**src/common/hall_pkg.sv**
```systemverilog
package hall_pkg;

  // register offsets of the read port
  localparam logic [15:0] OFS_SWITCH_U    = 16'h03A4;
  localparam logic [15:0] OFS_SWITCH_V    = 16'h03A6;
  localparam logic [15:0] OFS_SWITCH_W    = 16'h03A8;
  localparam logic [15:0] OFS_FB_TYPE     = 16'h011C;
  localparam logic [15:0] OFS_PACKED      = 16'h03A0;
  localparam logic [15:0] OFS_TEXT_LO     = 16'h03AA;
  localparam logic [15:0] OFS_TEXT_HI     = 16'h03AC;

  // field layout and reset values
  localparam int          DATA_W          = 32;
  localparam int          TYPE_W          = 8;
  localparam int          TEXT_W          = 40;
  localparam logic [7:0]  LEVEL_RESET     = 8'h01;
  localparam logic [2:0]  PACKED_RESET    = 3'h0;
  localparam int          BIT_U           = 0;
  localparam int          BIT_V           = 1;
  localparam int          BIT_W           = 2;

  // feedback type codes
  localparam logic [7:0]  TYPE_UNKNOWN    = 8'h00;
  localparam logic [7:0]  TYPE_INC_HALL   = 8'h0A;
  localparam logic [7:0]  TYPE_INC_NOHALL = 8'h0B;
  localparam logic [7:0]  TYPE_SINE_HALL  = 8'h14;
  localparam logic [7:0]  TYPE_SELECT_NONE = 8'hFF;

  // text form characters
  localparam logic [7:0]  CHAR_ZERO       = 8'h30;
  localparam logic [7:0]  CHAR_SPACE      = 8'h20;

  // a hall word of 000 or 111 cannot occur on a healthy motor
  localparam logic [2:0]  HALL_ALL_LOW    = 3'h0;
  localparam logic [2:0]  HALL_ALL_HIGH   = 3'h7;

endpackage : hall_pkg

```
**src/rtl/hall_sensor_state_readout.sv**
```systemverilog
// What this block does
// RQ1: packed value weights U by 1, V by 2, W by 4.
// RQ2: an inactive switch adds zero; all inactive reads zero.
// RQ3: packed reading is one unsigned integer from zero to seven.
// RQ4: text form is three binary digits, U then V then W.
// RQ5: a digit is 0 for a low level and 1 for a high level.
// RQ6: hall readings apply only to encoder feedback types with hall switches.
// RQ7: read-only register gives switch U level alone, zero or one.
// RQ8: separate read-only registers give switch V and switch W levels.
// RQ9: read-only integer names the attached feedback device type.
// RQ10: type codes 10, 11 and 20 for the encoder kinds.
// RQ11: at power up take selection unless it is -1, else stored value.
// RQ12: each hall input passes a two-stage synchroniser first.
`timescale 1ns/100ps
`default_nettype none

module hall_sensor_state_readout
  import hall_pkg::*;
(
  input  wire logic              clk,
  input  wire logic              reset_n,
  input  wire logic              hall_u,
  input  wire logic              hall_v,
  input  wire logic              hall_w,
  input  wire logic [TYPE_W-1:0] feedback_type_selection,
  input  wire logic [TYPE_W-1:0] stored_feedback_type,
  input  wire logic              rd_en,
  input  wire logic [15:0]       rd_addr,
  output logic      [DATA_W-1:0] rd_data,
  output logic                   rd_valid,
  output logic                   rd_error,
  output logic      [2:0]        packed_commutation_switches,
  output logic      [TEXT_W-1:0] hall_text,
  output logic      [7:0]        switch_u_level,
  output logic      [7:0]        switch_v_level,
  output logic      [7:0]        switch_w_level,
  output logic      [TYPE_W-1:0] feedback_type_code,
  output logic                   hall_info_valid,
  output logic                   hall_changed,
  output logic                   hall_illegal
);

  // synchronised pin word, switch U in bit zero
  logic [2:0] hall_sync;

  // pins come from outside the clock domain
  hall_sync2 #(
    .WIDTH (3)
  ) u_sync (
    .clk      (clk),
    .reset_n  (reset_n),
    .async_in ({hall_w, hall_v, hall_u}),
    .sync_out (hall_sync)
  ); // [RQ12]

  // weighted sum of the three switches
  function automatic logic [2:0] pack_halls(input logic u, input logic v, input logic w);
    logic [2:0] sum;
    sum = 3'h0;
    if (u) sum = sum + 3'h1; // [RQ1] [RQ2]
    if (v) sum = sum + 3'h2; // [RQ1]
    if (w) sum = sum + 3'h4; // [RQ1]
    return sum; // three bits cannot exceed seven [RQ3]
  endfunction : pack_halls

  // one level as an ascii digit
  function automatic logic [7:0] digit_of(input logic level);
    return level ? (CHAR_ZERO + 8'h01) : CHAR_ZERO; // [RQ5]
  endfunction : digit_of

  // only encoder types that carry hall switches give readings
  function automatic logic has_halls(input logic [TYPE_W-1:0] code);
    return (code == TYPE_INC_HALL) || (code == TYPE_SINE_HALL); // [RQ6]
  endfunction : has_halls

  // one switch level as a byte wide register value
  function automatic logic [7:0] level_byte(input logic level);
    return {7'h00, level}; // [RQ7] [RQ8]
  endfunction : level_byte

  // byte registers sit in the low bits of a read word
  function automatic logic [DATA_W-1:0] widen_byte(input logic [7:0] value);
    return {{(DATA_W-8){1'b0}}, value};
  endfunction : widen_byte

  // text form with spaces between the three digits
  function automatic logic [TEXT_W-1:0] text_of(input logic [2:0] word);
    return {digit_of(word[BIT_U]), CHAR_SPACE,
            digit_of(word[BIT_V]), CHAR_SPACE,
            digit_of(word[BIT_W])}; // [RQ4] [RQ5]
  endfunction : text_of

  // text shown while no hall information is present
  localparam logic [TEXT_W-1:0] TEXT_IDLE = {CHAR_ZERO, CHAR_SPACE, CHAR_ZERO,
                                             CHAR_SPACE, CHAR_ZERO};

  // feedback type capture
  logic              type_loaded;
  logic              next_type_loaded;
  logic [TYPE_W-1:0] next_feedback_type_code;

  // caught once after reset release, never under the async reset itself
  always_comb begin
    next_type_loaded        = 1'b1;
    next_feedback_type_code = feedback_type_code;
    if (!type_loaded) begin
      if (feedback_type_selection == TYPE_SELECT_NONE) begin
        next_feedback_type_code = stored_feedback_type; // [RQ11]
      end else begin
        next_feedback_type_code = feedback_type_selection; // [RQ11] [RQ10]
      end
    end
  end

  // a later change of selection waits for the next reset
  always_ff @(posedge clk or negedge reset_n) begin
    if (!reset_n) begin
      type_loaded        <= 1'b0;
      feedback_type_code <= TYPE_UNKNOWN;
    end else begin
      type_loaded        <= next_type_loaded;
      feedback_type_code <= next_feedback_type_code; // [RQ9]
    end
  end

  // hall state registers
  logic [2:0]        next_packed;
  logic [TEXT_W-1:0] next_text;
  logic [7:0]        next_u;
  logic [7:0]        next_v;
  logic [7:0]        next_w;
  logic              next_valid;
  logic              next_changed;
  logic              next_illegal;

  // without hall information the levels keep their default of one
  always_comb begin
    next_valid   = has_halls(feedback_type_code); // [RQ6]
    next_packed  = PACKED_RESET;
    next_u       = LEVEL_RESET;
    next_v       = LEVEL_RESET;
    next_w       = LEVEL_RESET;
    next_text    = TEXT_IDLE;
    next_illegal = 1'b0;
    if (next_valid) begin
      next_packed  = pack_halls(hall_sync[BIT_U], hall_sync[BIT_V], hall_sync[BIT_W]); // [RQ1]
      next_u       = level_byte(hall_sync[BIT_U]); // [RQ7]
      next_v       = level_byte(hall_sync[BIT_V]); // [RQ8]
      next_w       = level_byte(hall_sync[BIT_W]); // [RQ8]
      // first character is switch U, the leftmost on the string
      next_text    = text_of(hall_sync); // [RQ4] [RQ5]
      // 000 or 111 points at a broken wire or a missing sensor supply
      next_illegal = (hall_sync == HALL_ALL_LOW) || (hall_sync == HALL_ALL_HIGH);
    end

    // entering the valid state is not a change, but the sync chain still reads 000 then, so nonzero pins give one pulse after reset
    next_changed = hall_info_valid && next_valid &&
                   (next_packed != packed_commutation_switches);
  end

  // every hall output is a flop, so readers never see a glitch
  always_ff @(posedge clk or negedge reset_n) begin
    if (!reset_n) begin
      packed_commutation_switches <= PACKED_RESET;
      hall_text                   <= TEXT_IDLE;
      switch_u_level              <= LEVEL_RESET;
      switch_v_level              <= LEVEL_RESET;
      switch_w_level              <= LEVEL_RESET;
      hall_info_valid             <= 1'b0;
      hall_changed                <= 1'b0;
      hall_illegal                <= 1'b0;
    end else begin
      packed_commutation_switches <= next_packed;
      hall_text                   <= next_text;
      switch_u_level              <= next_u;
      switch_v_level              <= next_v;
      switch_w_level              <= next_w;
      hall_info_valid             <= next_valid;
      hall_changed                <= next_changed;
      hall_illegal                <= next_illegal;
    end
  end

  // read port: registered answer one cycle after the request
  logic [DATA_W-1:0] next_rd_data;
  logic              next_rd_valid;
  logic              next_rd_error;

  // reads have no side effects, so a repeated read is always safe
  always_comb begin
    next_rd_data  = '0;
    next_rd_valid = rd_en;
    next_rd_error = 1'b0;
    if (rd_en) begin
      case (rd_addr)
        OFS_SWITCH_U: next_rd_data = widen_byte(switch_u_level); // [RQ7]
        OFS_SWITCH_V: next_rd_data = widen_byte(switch_v_level); // [RQ8]
        OFS_SWITCH_W: next_rd_data = widen_byte(switch_w_level); // [RQ8]
        OFS_FB_TYPE:  next_rd_data = widen_byte(feedback_type_code); // [RQ9]
        OFS_PACKED:   next_rd_data = widen_byte({5'h00, packed_commutation_switches}); // [RQ3]
        // the text is split over two words; the upper one holds the U digit
        OFS_TEXT_LO:  next_rd_data = hall_text[31:0]; // [RQ4]
        OFS_TEXT_HI:  next_rd_data = widen_byte(hall_text[39:32]); // [RQ4]
        default:      next_rd_error = 1'b1; // unmapped reads return zero
      endcase
    end
  end

  // the answer stands one cycle only; hold rd_en to read again
  always_ff @(posedge clk or negedge reset_n) begin
    if (!reset_n) begin
      rd_data  <= '0;
      rd_valid <= 1'b0;
      rd_error <= 1'b0;
    end else begin
      rd_data  <= next_rd_data;
      rd_valid <= next_rd_valid;
      rd_error <= next_rd_error;
    end
  end

endmodule : hall_sensor_state_readout

`default_nettype wire

```
**src/rtl/hall_sync2.sv**
```systemverilog
`timescale 1ns/100ps
`default_nettype none

module hall_sync2 #(
  parameter int WIDTH = 3
) (
  input  wire logic             clk,
  input  wire logic             reset_n,
  input  wire logic [WIDTH-1:0] async_in,
  output logic      [WIDTH-1:0] sync_out
);

  logic [WIDTH-1:0] stage1;

  // first stage feeds only the second stage
  always_ff @(posedge clk or negedge reset_n) begin
    if (!reset_n) begin
      stage1   <= '0;
      sync_out <= '0;
    end else begin
      stage1   <= async_in;
      sync_out <= stage1;
    end
  end

endmodule : hall_sync2

`default_nettype wire

```
**config.mk**
```make
export PLATFORM = sky130hd
export DESIGN_NAME = hall_sensor_state_readout
export DESIGN_NICKNAME = d
export VERILOG_FILES = /design/src/common/hall_pkg.sv /design/src/rtl/hall_sensor_state_readout.sv /design/src/rtl/hall_sync2.sv
export SDC_FILE = /design/constraint.sdc
export NUM_CORES = 1
export LEC_CHECK = 0
export ABC_AREA = 1
export BUFFER_PORTS_ARGS = -buffer_cell sky130_fd_sc_hd__buf_2
export CORE_ASPECT_RATIO = 1.75
export CORE_MARGIN = 3
export CORE_UTILIZATION = 46
export CTS_CLUSTER_DIAMETER = 60
export CTS_CLUSTER_SIZE = 30
export DETAILED_ROUTE_END_ITERATION = 8
export HOLD_SLACK_MARGIN = 0.08
export PLACE_DENSITY = 0.86
export SYNTH_ARGS = -nofsm -noshare
export SYNTH_HDL_FRONTEND = slang
export SYNTH_SLANG_ARGS = --single-unit
export TNS_END_PERCENT = 5
```
**constraint.sdc**
```tcl
create_clock -name clk -period 3.35 [get_ports clk]
set_clock_uncertainty 0.05 [all_clocks]
set_input_delay 0.335 -clock clk [delete_from_list [all_inputs] [get_ports clk]]
set_output_delay 0.335 -clock clk [all_outputs]
set_load 0.1 [all_outputs]
```
**Yosys cells after proc, flatten, opt, wreduce, memory -nomap -nowiden**

Index checks and enable logic that the tools add are counted.

- Register bits: 119
- Output and inout bits: 112
- RAM bits: 0
- Bits of input ports: 38
- Latch bits: 0
- Memories kept: 0
- Bits in read-only memories: 0

- Multiplexer cells: 19
- Divide/modulo/power cells: 0
- Bitwise gates (word level): 0
- Add/sub/neg operators: 2
- Shift operators: 0
- Magnitude comparators: 0
- Equality and inequality tests: 12
- Reductions and logical operators: 6
- Multipliers: 0

Operator list:

| kind | count |
|---|---|
| $pmux 32 s7 | 1 |
| $eq 16x10->1 const B | 6 |
| $mux 33 | 1 |
| $mux 32 | 1 |
| $eq 16x9->1 const B | 1 |
| $mux 3 | 5 |
| $mux 1 | 10 |
| $eq 8x4->1 const B | 1 |
| $eq 8x5->1 const B | 1 |
| $eq 8x8->1 const B | 1 |
| $mux 8 | 1 |
| $reduce_or 7->1 | 1 |
| $add 3x2->3 const B | 1 |
| $add 3x3->3 const B | 1 |
| $eq 3x3->1 const B | 1 |
| $logic_not 3->1 | 1 |
| $ne 3x3->1 | 1 |
| $logic_and 1x1->1 | 2 |
| $logic_or 1x1->1 | 2 |

**Depth between registers and ports, before layout**

Gate-level depths: netlist of run 1.

- Depth in word-level cells: 11
- Gate-level depth with buffers: 11
- Mapped depth without buffers: 11

**By module**

From an unflattened synthesis of run 1, not the netlist that was laid out.

- Cells, all modules: 290
- Area, all modules: 2347.3 sq um

Modules (own cells, without submodules):

| module | times used | area an instance (sq um) | cells an instance | seq. area each (sq um) |
|---|---|---|---|---|
| hall_sensor_state_readout | 1 | 2197.1 | 284 | 754.5 |
| hall_sync2 | 1 | 150.1 | 6 | 150.1 |

**Least setup slack after synthesis of run 1**

OpenSTA, ideal clock, no wires.

- Kind: register to register
- Start: reg feedback_type_code[5]
- End: reg hall_changed
- Stages on the path, launching flop included: 12
- Arrival time: 1717 ps
- Library setup time: 113 ps
- Setup slack: 1471 ps
- Path through: dfrtp_1 > inv_1 > nand2_1 > nor2_1 > nand2_1 > nand2_2 > nand2_1 > nand2_1 > nand2_1 > nand3_1 > nand2_1 > inv_1

- Cells in the longest elaborated chain, start to end: 5
- Elaborated cells on any way between the ends: 7

Ends and longest elaborated chain:

| item | RTL line | source |
|---|---|---|
| start, declared | hall_sensor_state_readout.sv:37 | `output logic [TYPE_W-1:0] feedback_type_code,` |
| start signal, assigned | hall_sensor_state_readout.sv:122 | `feedback_type_code <= next_feedback_type_code;` |
| $eq 8x4->1 or $eq 8x5->1 (tied branches) | hall_sensor_state_readout.sv:73 | `return (code == TYPE_INC_HALL) \|\| (code == TYPE_SINE_HALL);` |
| $logic_or 1x1->1 * | hall_sensor_state_readout.sv:73 |  |
| via next_valid | hall_sensor_state_readout.sv:132 | `logic next_valid;` |
| $mux 3 | hall_sensor_state_readout.sv:145 | `if (next_valid) begin` |
| $ne 3x3->1 | hall_sensor_state_readout.sv:158 | `(next_packed != packed_commutation_switches);` |
| $logic_and 1x1->1 * | hall_sensor_state_readout.sv:157 | `next_changed = hall_info_valid && next_valid &&` |
| via next_changed | hall_sensor_state_readout.sv:133 | `logic next_changed;` |
| end signal, assigned | hall_sensor_state_readout.sv:179 | `hall_changed <= next_changed;` |
| end, declared | hall_sensor_state_readout.sv:39 | `output logic hall_changed,` |

The timed path passes the listed nets; every way through them passes the cells marked *.
A chain may end at the register's enable or synchronous reset.

**Final worst setup path of run 1**

- Start: reg switch_w_level[0]
- End: out switch_w_level[0]

RTL lines:

| item | RTL line | source |
|---|---|---|
| start, declared | hall_sensor_state_readout.sv:36 | `output logic [7:0] switch_w_level,` |
| start signal, assigned | hall_sensor_state_readout.sv:177 | `switch_w_level <= next_w;` |

No word-level cell between the ends.

==> impl_metrics.csv, run 1 <==
group,metric,value,unit
outcome,status,"finished, final reports clean",
min_path,hp-class,"in -> async",
sta,tightest_slew,775.7,ps
clocking,clockBufferDepth,2,
global_route,antenna_found_initial,0,
sta,setup_viol,0,
clocking,ctsResizeCount,0,
routing,vias,1778,
clocking,cts-htree-levels,2,
placement,dp_hpwl,3.708,mm
sta,maxSlewViolCount,0,
global_route,grt.overflow.total,0,
setup_path,cp.arrival,1250,ps
clocking,cts.sinks,36,
cells_and_area,drive_gt1_share,32.32,%
cells_and_area,area_growth,7.676,%
synthesis,ys_seq_area_share,38.54,%
floorplan,die_y,100.5,um
routing,vias_per_cell,4.295,
setup_path,critPathMaxStageDelay,540,ps
clocking,cts_made_buffers,5,
pwr,p_per_area,529.8,nW/um2
sta,hold_slack,68.85,ps
sta,rsz0062_at_grt,"false",
cells_and_area,nets,399,
synthesis,synth.area.top_cells,"dfrtp_1, buf_4, nand2_1",
floorplan,rows,33,
routing,post_drt_wl_per_cell,10.71,um
routing,drt_iter0_markers,26,
setup_path,cp_slowest_cell,"dfstp_2",
synthesis,synthesis.area,2347,um2
setup_path,crit_chain,"buf_2",
cells_and_area,layout_common_cells,"conb_1, buf_2, nand2_1",
clocking,post_cts_buffers,0,
floorplan,io_pins,150,
sta,hold_viol_final,0,
clocking,ctsHoldBuffers,0,
setup_path,path_buf_inv,1,
synthesis,synth_cells,290,
clocking,clkTransAtPathRegs,70,ps
setup_path,crit_family,"flip-flops",
routing,wl,4.436,mm
global_route,grt_max_degree,37,
sta,fin_crit,1635,ps
synthesis,ys_types,24,
cells_and_area,n_antenna_cell,0,
global_route,first_global_vias,1574,
global_route,grtUsageTotal,14.33,%
clocking,cts_tree,"yes",
synthesis,yosysTopAreaCellShare,35.18,%
synthesis,syn-mean-instance-area,8.094,um2
global_route,grt_pass1_wl,6.624,mm
pwr,p_leak,1.520,nW
setup_path,cp_data_required_time,2960,ps
placement,port_buffers,72,
sta,slew_headroom,48.29,%
floorplan,initial_core_util,49.01,%
sta,period_share,48.79,%
floorplan,core_area,4790,um2
setup_path,startpoint_type,"flip-flop",
floorplan,die_w,60,um
setup_path,path_max_fanout,2,
setup_path,path_class,"reg -> out",
synthesis,synth_seq_cells,36,
sta,fmax,611.8,MHz
routing,postRouteAntennaNets,0,
floorplan,dieArea,6030,um2
routing,route.detailed.drc,0,
cells_and_area,layout_commonest_cell,"conb_1",
synthesis,yosysWarnings,0,
sta,finalSetupTns,0,ps
placement,gp_congestion,0.8106,
flow_run,cap_violations,0,
routing,first_pass_iters,4,
setup_path,end_kind,"primary output",
synthesis,synth_area_leader_cell,"dfrtp_1",
pwr,ir_drop,305.6,uV
clocking,insertion_delay,290,ps
clocking,cts-root-buf,"clkbuf_8",
## state kept, by name, summed over array words and instances (netlist names)
signal	count
u_sync.stage1	3
switch_u_level	1
hall_changed	1
switch_v_level	1
hall_illegal	1
hall_text	1
feedback_type_code	8
packed_commutation_switches	2
hall_info_valid	1
rd_valid	1
type_loaded	1
rd_data	10
rd_error	1
switch_w_level	1
u_sync.sync_out	3
## per-stage QoR
| stage | area (um2) | power [mW] | setup WS [ps] | instances | util [%] |
|---|---|---|---|---|---|
| finish | 2527 | 1.339 | 1715 | 414 | 52.77 |
| global route | 2527 | 1.380 | 1686 | 414 | 52.77 |
| global placement | 2431 | 1.016 | 1819 | 406 | 50.76 |
| detailed placement | 2431 | 1.019 | 1801 | 406 | 50.76 |
| CTS | 2527 | 1.346 | 1698 | 414 | 52.77 |
| floorplan | 2633 | 1.034 | 1471 | 366 | - |
## layer usage
| layer | global-route usage, % | wire [um] | up-vias |
|---|---|---|---|
| li1 | - | - | 869 |
| met1 | 13.67 | 1414 | 796 |
| met2 | 26.58 | 2416 | 102 |
| met3 | 3.590 | 480 | 11 |
| met4 | 7.509 | 125 | 0 |
| met5 | 0 | 0 | - |
## kinds of logic after synthesis
kind of cell           Yosys count  share of synthesized area [%]
buffers and inverters          119                          32.30
DFF                             36                          38.54
other                            2                         0.3199
AOI/OAI and AO/OA               20                          4.638
and+or+nand+nor                113                          24.20
## synth_stat cells
| cell type | n |
|---|---|
| clkbuf_1 | 1 |
| nor2_1 | 17 |
| nor2_8 | 1 |
| nor2_4 | 1 |
| o22ai_1 | 3 |
| a21boi_0 | 1 |
| o21ai_0 | 13 |
| nand3_1 | 10 |
| conb_1 | 2 |
| nand4_1 | 6 |
| nand2_4 | 1 |
| nand2_2 | 6 |
| a21oi_1 | 2 |
| nand3_2 | 4 |
| dfrtp_1 | 33 |
| dfstp_2 | 3 |
| o31ai_1 | 1 |
| inv_1 | 30 |
| buf_4 | 83 |
| nand3b_1 | 1 |
| nor2_2 | 16 |
| inv_2 | 5 |
| nor3_1 | 1 |
| nand2_1 | 49 |
## area by class of cell
cell class                 count  area, um2
clock buffer                   6      82.58
clock inverter                 2      13.76
fill                         455       2262
inverter                      35      131.4
multi-input combinational    211      969.7
sequential                    36      904.6
tap                           52      65.06
timing repair buffer          72      360.3
## final timing paths
kind	cells past startpoint	startpoint	end	slack, ps
max	1	switch_w_level[0]	switch_w_level[0]	1720
min	1	reset_n	feedback_type_code[4]	70
max reg2reg	10	feedback_type_code[5]	hall_changed	1930
min reg2reg	0	u_sync.stage1[1]	u_sync.sync_out[1]	310
max in group asynchronous	1	reset_n	hall_text[0]	2690
min in group clk	1	hall_v	u_sync.stage1[1]	100
## power by group
| group | switching, mW | internal [mW] | leakage (nW) |
|---|---|---|---|
| logic | 0.509 | 0.0370 | 1.01 |
| clock network | 0.159 | 0.168 | 0.0516 |
| registers | 0.0158 | 0.450 | 0.457 |
| total | 0.684 | 0.655 | 1.52 |
No activity file was read; power rests on OpenSTA's default activity.
==> run 2: changes to the inputs <==
--- a/config.mk
+++ b/config.mk
@@ -9,12 +9,12 @@
 export BUFFER_PORTS_ARGS = -buffer_cell sky130_fd_sc_hd__buf_2
 export CORE_ASPECT_RATIO = 1.75
 export CORE_MARGIN = 3
-export CORE_UTILIZATION = 46
+export CORE_UTILIZATION = 39
 export CTS_CLUSTER_DIAMETER = 60
 export CTS_CLUSTER_SIZE = 30
 export DETAILED_ROUTE_END_ITERATION = 8
 export HOLD_SLACK_MARGIN = 0.08
-export PLACE_DENSITY = 0.86
+export PLACE_DENSITY = 0.78
 export SYNTH_ARGS = -nofsm -noshare
 export SYNTH_HDL_FRONTEND = slang
 export SYNTH_SLANG_ARGS = --single-unit
==> constraint.sdc (replaced) <==
create_clock -name clk -period 1.5 [get_ports clk]
set_clock_uncertainty 0.05 [all_clocks]
set_input_delay 0.15 -clock clk [delete_from_list [all_inputs] [get_ports clk]]
set_output_delay 0.15 -clock clk [all_outputs]
set_load 0.1 [all_outputs]
==> run 2 against run 1 <==
- count of clock-buffer cells in the layout grew 1
- register-to-register slack lost 1900 ps
- final cell count grew 8.7%
- first-iteration DRC count grew 100%
- global-route usage shrank 1.5 points
- utilization shrank 4.8 points
- combinational power grew 130%
- clock power grew 110%
- design area grew 8.5%
- via count grew 5.7%
- hold slack gained 29 ps
- largest cell class unchanged
==> impl_metrics.csv, run 2 (synthesized netlist as in run 1, its figures left out) <==
group,metric,value,unit
clocking,cts-root-buf,"clkbuf_8",
pwr,ir_drop,561.7,uV
global_route,antenna_found_initial,0,
cells_and_area,reg_top3,"rd_data (10), feedback_type_code (8)",
setup_path,cp_data_required_time,1670,ps
routing,drt_iter0_markers,52,
setup_path,startpoint_type,"flip-flop",
routing,post_drt_wl_per_cell,10.77,um
cells_and_area,drive_gt1_share,37.97,%
placement,gp_congestion,0.8473,
setup_path,crit_family,"simple AND/OR/NAND/NOR gates",
sta,setup_ws,8.074,ps
floorplan,die_y,108.6,um
floorplan,io_pins,150,
floorplan,die_w,64.65,um
placement,place_ws,52.31,ps
sta,rsz0062_at_grt,"true",
setup_path,rrSetupSlack,8,ps
routing,route.detailed.drc,0,
cells_and_area,final_util,47.94,%
clocking,insertion_delay,280,ps
routing,vias_per_cell,4.178,
cells_and_area,nets,411,
cells_and_area,n_antenna_cell,0,
cells_and_area,layout_commonest_cell,"conb_1",
routing,wl,4.848,mm
clocking,clockBufferDepth,2,
flow_run,cap_violations,0,
clocking,cts_made_buffers,5,
setup_path,end_kind,"flip-flop",
global_route,first_global_vias,1719,
min_path,hp-class,"in -> reg",
placement,dp_hpwl,4.039,mm
setup_path,crit_path_frequent_cell,"nand2_1",
outcome,status,"finished, final reports clean",
floorplan,initial_core_util,41.03,%
cells_and_area,top_register,"rd_data",
setup_path,path_max_fanout,5,
cells_and_area,layout_common_cells,"conb_1, buf_2, nand2_1",
cells_and_area,fillCellCount,574,
sta,hold_viol_final,0,
clocking,cts-htree-levels,2,
sta,period_share,99.46,%
pwr,p_leak,1.578,nW
routing,vias,1880,
setup_path,path_class,"reg -> reg",
sta,setup_viol,0,
pwr,p_per_area,1091,nW/um2
floorplan,dieArea,7022,um2
clocking,cts.sinks,36,
routing,postRouteAntennaNets,0,
setup_path,cp_slowest_cell,"dfrtp_4",
global_route,grt_pass1_wl,6.982,mm
setup_path,critPathMaxStageDelay,480,ps
global_route,grt.overflow.total,0,
setup_path,path_buf_inv,2,
setup_path,crit_chain,"inv_2 -> nand2_1 -> nor2_1 -> nand2_2 -> nand2_4 -> nand2_2 -> nand2_1 -> nand2_1 -> nand3_1 -> nand2_1 -> inv_1",
routing,first_pass_iters,4,
placement,port_buffers,72,
cells_and_area,largest_reg_flops,10,
sta,fmax,670.3,MHz
cells_and_area,area_growth,16.84,%
clocking,clkTransAtPathRegs,70,ps
floorplan,rows,36,
cells_and_area,multi_input_area,1011,um2
floorplan,core_area,5720,um2
sta,maxSlewViolCount,0,
global_route,grtUsageTotal,12.83,%
setup_path,cp.arrival,1660,ps
cells_and_area,ff_latch_area,920.9,um2
clocking,cts_tree,"yes",
global_route,grt_max_degree,15,
sta,fin_crit,1492,ps
-- run 2: cell types whose count changed in the layout (fill, tap and decap cells not counted), moves of 4 or more --
cell           change
buf_4              +4
dfrtp_1            -9
dfrtp_2            +7
dlygate4sd3_1      +7
nand2_1            -6
nand2_2            +6
-- run 2: per-stage QoR --
step	hold WS [ps]	power, mW	area (um2)	std cells	TNS, ps
after detailed placement	6.148	2.292	2522	432	0
after floorplan	-195.6	2.316	2649	366	-407.5
final	98.24	2.992	2743	450	0
after global routing	105.0	3.089	2743	450	-81.57
after CTS	91.92	2.993	2686	447	0
after global placement	-1.885	2.281	2522	432	0
-- run 2: layout make-up --
type                            instances  area share, %
Multi-Input combinational cell        212          36.86
Tap cell                               76          3.467
Clock buffer                            7          3.148
Timing Repair Buffer                   83          17.88
Inverter                               35          4.790
Clock inverter                          1         0.2737
Sequential cell                        36          33.58
-- run 2: path summary, 6_finish.rpt --
kind / startpoint / end / cells past startpoint
min in group asynchronous: reset_n / hall_illegal / 2
setup / recovery: feedback_type_code[5] / hall_changed / 11
hold / removal: feedback_type_selection[2] / feedback_type_code[2] / 3
max in group asynchronous: reset_n / rd_data[21] / 3
hold reg to reg: u_sync.stage1[2] / u_sync.sync_out[2] / 0
setup reg to reg: feedback_type_code[5] / hall_changed / 11
-- run 2: routing by layer --
layer  track usage (%)  share of wire (%)  vias up
li1                  -                  -      900
met1             10.86                 29      850
met2             26.48                 57      116
met3             2.784                 11       14
met4             6.657                2.8        0
met5                 0                  0        -
-- run 2: worst reg2reg max path: stages, from the launching register on --
cell and delay [ps]:
dfrtp_4 480, inv_2 70, nand2_1 50, nor2_1 140
nand2_2 110, nand2_4 120, nand2_2 70, nand2_1 70
nand2_1 60, nand3_1 80, nand2_1 70, inv_1 50
-- run 2: report_power, final --
group | switching, mW | internal, mW
combinational | 1.15 | 0.106
sequential | 0.0363 | 1.01
clock | 0.313 | 0.373
total | 1.50 | 1.49
-- run 2: repair_timing --
item / in CTS / in global routing
resized for setup: 0 / 13
endpoints found under the hold margin: 42 / 0
setup buffers: 0 / 2
hold buffers: 7 / 0
endpoints found under the setup margin: 0 / 2
==> run 3: changes to the inputs <==
--- a/config.mk
+++ b/config.mk
@@ -7,7 +7,7 @@
 export LEC_CHECK = 0
 export ABC_AREA = 1
 export BUFFER_PORTS_ARGS = -buffer_cell sky130_fd_sc_hd__buf_2
-export CORE_ASPECT_RATIO = 1.75
+export CORE_ASPECT_RATIO = 1.2
 export CORE_MARGIN = 3
 export CORE_UTILIZATION = 39
 export CTS_CLUSTER_DIAMETER = 60
==> constraint.sdc (replaced) <==
create_clock -name clk -period 1.3 [get_ports clk]
set_clock_uncertainty 0.05 [all_clocks]
set_input_delay 0.13 -clock clk [delete_from_list [all_inputs] [get_ports clk]]
set_output_delay 0.13 -clock clk [all_outputs]
set_load 0.1 [all_outputs]
==> run 3 against run 2 <==
- highest routed layer unchanged
- clock power increased by 19%
- critical path depth shrank 1
- first-iteration DRC count decreased by 25%
- global-route usage rose by 1.6 points
- utilization grew 9.8 points
- the run now ends with negative setup slack left
- non-clock buffer count up 28
==> impl_metrics.csv, run 3 (synthesized netlist as in run 1, its figures left out) <==
group,metric,value,unit
cells_and_area,reg_top3,"rd_data (10), feedback_type_code (8)",
routing,route.detailed.drc,0,
cells_and_area,layout_commonest_cell,"conb_1",
routing,post_drt_wl_per_cell,11.04,um
placement,gp_congestion,0.7829,
global_route,grt_pass1_wl,8.079,mm
floorplan,core_area,5743,um2
flow_run,cap_violations,0,
outcome,status,"finished, violations left",
global_route,grtUsageTotal,14.46,%
cells_and_area,drive_gt1_share,43.78,%
global_route,first_global_vias,1801,
sta,fmax,696.0,MHz
clocking,clockBufferDepth,2,
placement,port_buffers,72,
cells_and_area,top_register,"rd_data",
cells_and_area,layout_common_cells,"conb_1, buf_2, nand2_1",
cells_and_area,area_growth,41.36,%
placement,place_area,2913,um2
pwr,p_per_area,1114,nW/um2
sta,maxSlewViolCount,0,
cells_and_area,nets,439,
clocking,cts-root-buf,"clkbuf_8",
cells_and_area,fin_cells,482,
clocking,cts.sinks,36,
routing,wl,5.323,mm
placement,dp_cells,454,
sta,slew_headroom,66.64,%
sta,rsz0062_at_grt,"true",
floorplan,die_y,90.99,um
clocking,cts-htree-levels,2,
floorplan,dieArea,6989,um2
sta,hold_slack,79.01,ps
placement,dp_hpwl,4.009,mm
floorplan,io_pins,150,
sta,setup_viol,7,
clocking,insertion_delay,290,ps
cells_and_area,n_antenna_cell,0,
floorplan,rows,30,
setup_path,cp_data_required_time,1430,ps
cells_and_area,fin_area,3318,um2
sta,fin_crit,1437,ps
setup_path,cp.arrival,1570,ps
setup_path,startpoint_type,"flip-flop",
sta,hold_viol_final,0,
routing,vias,1914,
setup_path,end_kind,"flip-flop",
pwr,ir_drop,578.9,uV
global_route,grt.overflow.total,0,
sta,setup_ws,-136.8,ps
floorplan,initial_core_util,40.87,%
sta,finalSetupTns,-482.2,ps
clocking,cts_made_buffers,5,
setup_path,path_class,"reg -> reg",
clocking,cts_tree,"yes",
pwr,p_leak,1.824,nW
routing,drt_iter0_markers,39,
floorplan,die_w,76.82,um
global_route,grt_max_degree,24,
sta,tightest_slew,500.5,ps
cells_and_area,largest_reg_flops,10,
routing,vias_per_cell,3.971,
global_route,antenna_found_initial,0,
routing,first_pass_iters,4,
setup_path,rrSetupSlack,-140,ps
clocking,clkTransAtPathRegs,70,ps
outcome,violations,"negative setup slack",
setup_path,path_max_fanout,5,
sta,period_share,110.5,%
routing,postRouteAntennaNets,0,
min_path,hp-class,"in -> reg",
## run 3: cell count changes in the layout (fill, tap and decap cells not counted), sizes merged
cell,previous run,this run
buf,76,95
dlygate4sd3,7,12
clkbuf,7,11
## run 3: final timing paths
check | start | to | cells after the start
setup reg to reg | feedback_type_code[4] | hall_changed | 10
setup / recovery | feedback_type_code[4] | hall_changed | 10
hold / removal | feedback_type_selection[7] | feedback_type_code[7] | 3
max in group asynchronous | reset_n | rd_data[0] | 3
min in group asynchronous | reset_n | rd_data[5] | 2
hold reg to reg | u_sync.stage1[1] | u_sync.sync_out[1] | 0
## run 3: final cells by class
| class | instances | area, um2 |
|---|---|---|
| well taps | 80 | 100.1 |
| multi-input cells | 212 | 1077 |
| clock inverters | 1 | 7.507 |
| flip-flops and latches | 36 | 930.9 |
| fillers | 498 | 2425 |
| repair buffers | 111 | 982.2 |
| inverters | 35 | 133.9 |
| clock buffers | 7 | 86.33 |
## run 3: per-layer routing
layer  vias to the layer above  share of wire, %  global-route usage [%]
met5                         -                 0                       0
met4                         0               2.0                   7.704
met3                         6               7.8                   3.075
met2                        90                56                   27.47
met1                       864                34                   14.41
li1                        954                 -                       -
## run 3: repair_timing
item	in CTS	in global routing
gates cloned	1	0
setup buffers	4	3
gates resized for setup	13	30
hold buffers	12	0
hold endpoints to repair	28	0
setup endpoints to repair	4	16
pin swaps	9	10
## run 3: per-stage QoR
step | total power [mW] | worst slack [ps] | util [%]
after floorplan | 2.679 | -251.9 | -
after detailed placement | 2.797 | -131.4 | 50.72
final | 3.696 | -136.8 | 57.78
after global routing | 3.825 | -210.5 | 57.78
after global placement | 2.784 | -43.60 | 50.72
after CTS | 3.666 | -90.30 | 55.53
## run 3: worst max-delay path, stage by stage (launching register included)
cell and delay, ps:
dfrtp_4 490, inv_1 80, nand2_2 70, nor2_4 140, nand2_4 100, nand2_8 100, nand3_2 70, nand2_1 60
nand3_1 80, nand2_1 60, inv_1 40
## run 3: report_power, final
| group | leakage (nW) | switching (mW) | internal, mW |
|---|---|---|---|
| sequential | 0.446 | 0.0410 | 1.17 |
| combinational | 1.33 | 1.39 | 0.278 |
| clock | 0.0445 | 0.385 | 0.430 |
| total | 1.82 | 1.82 | 1.88 |
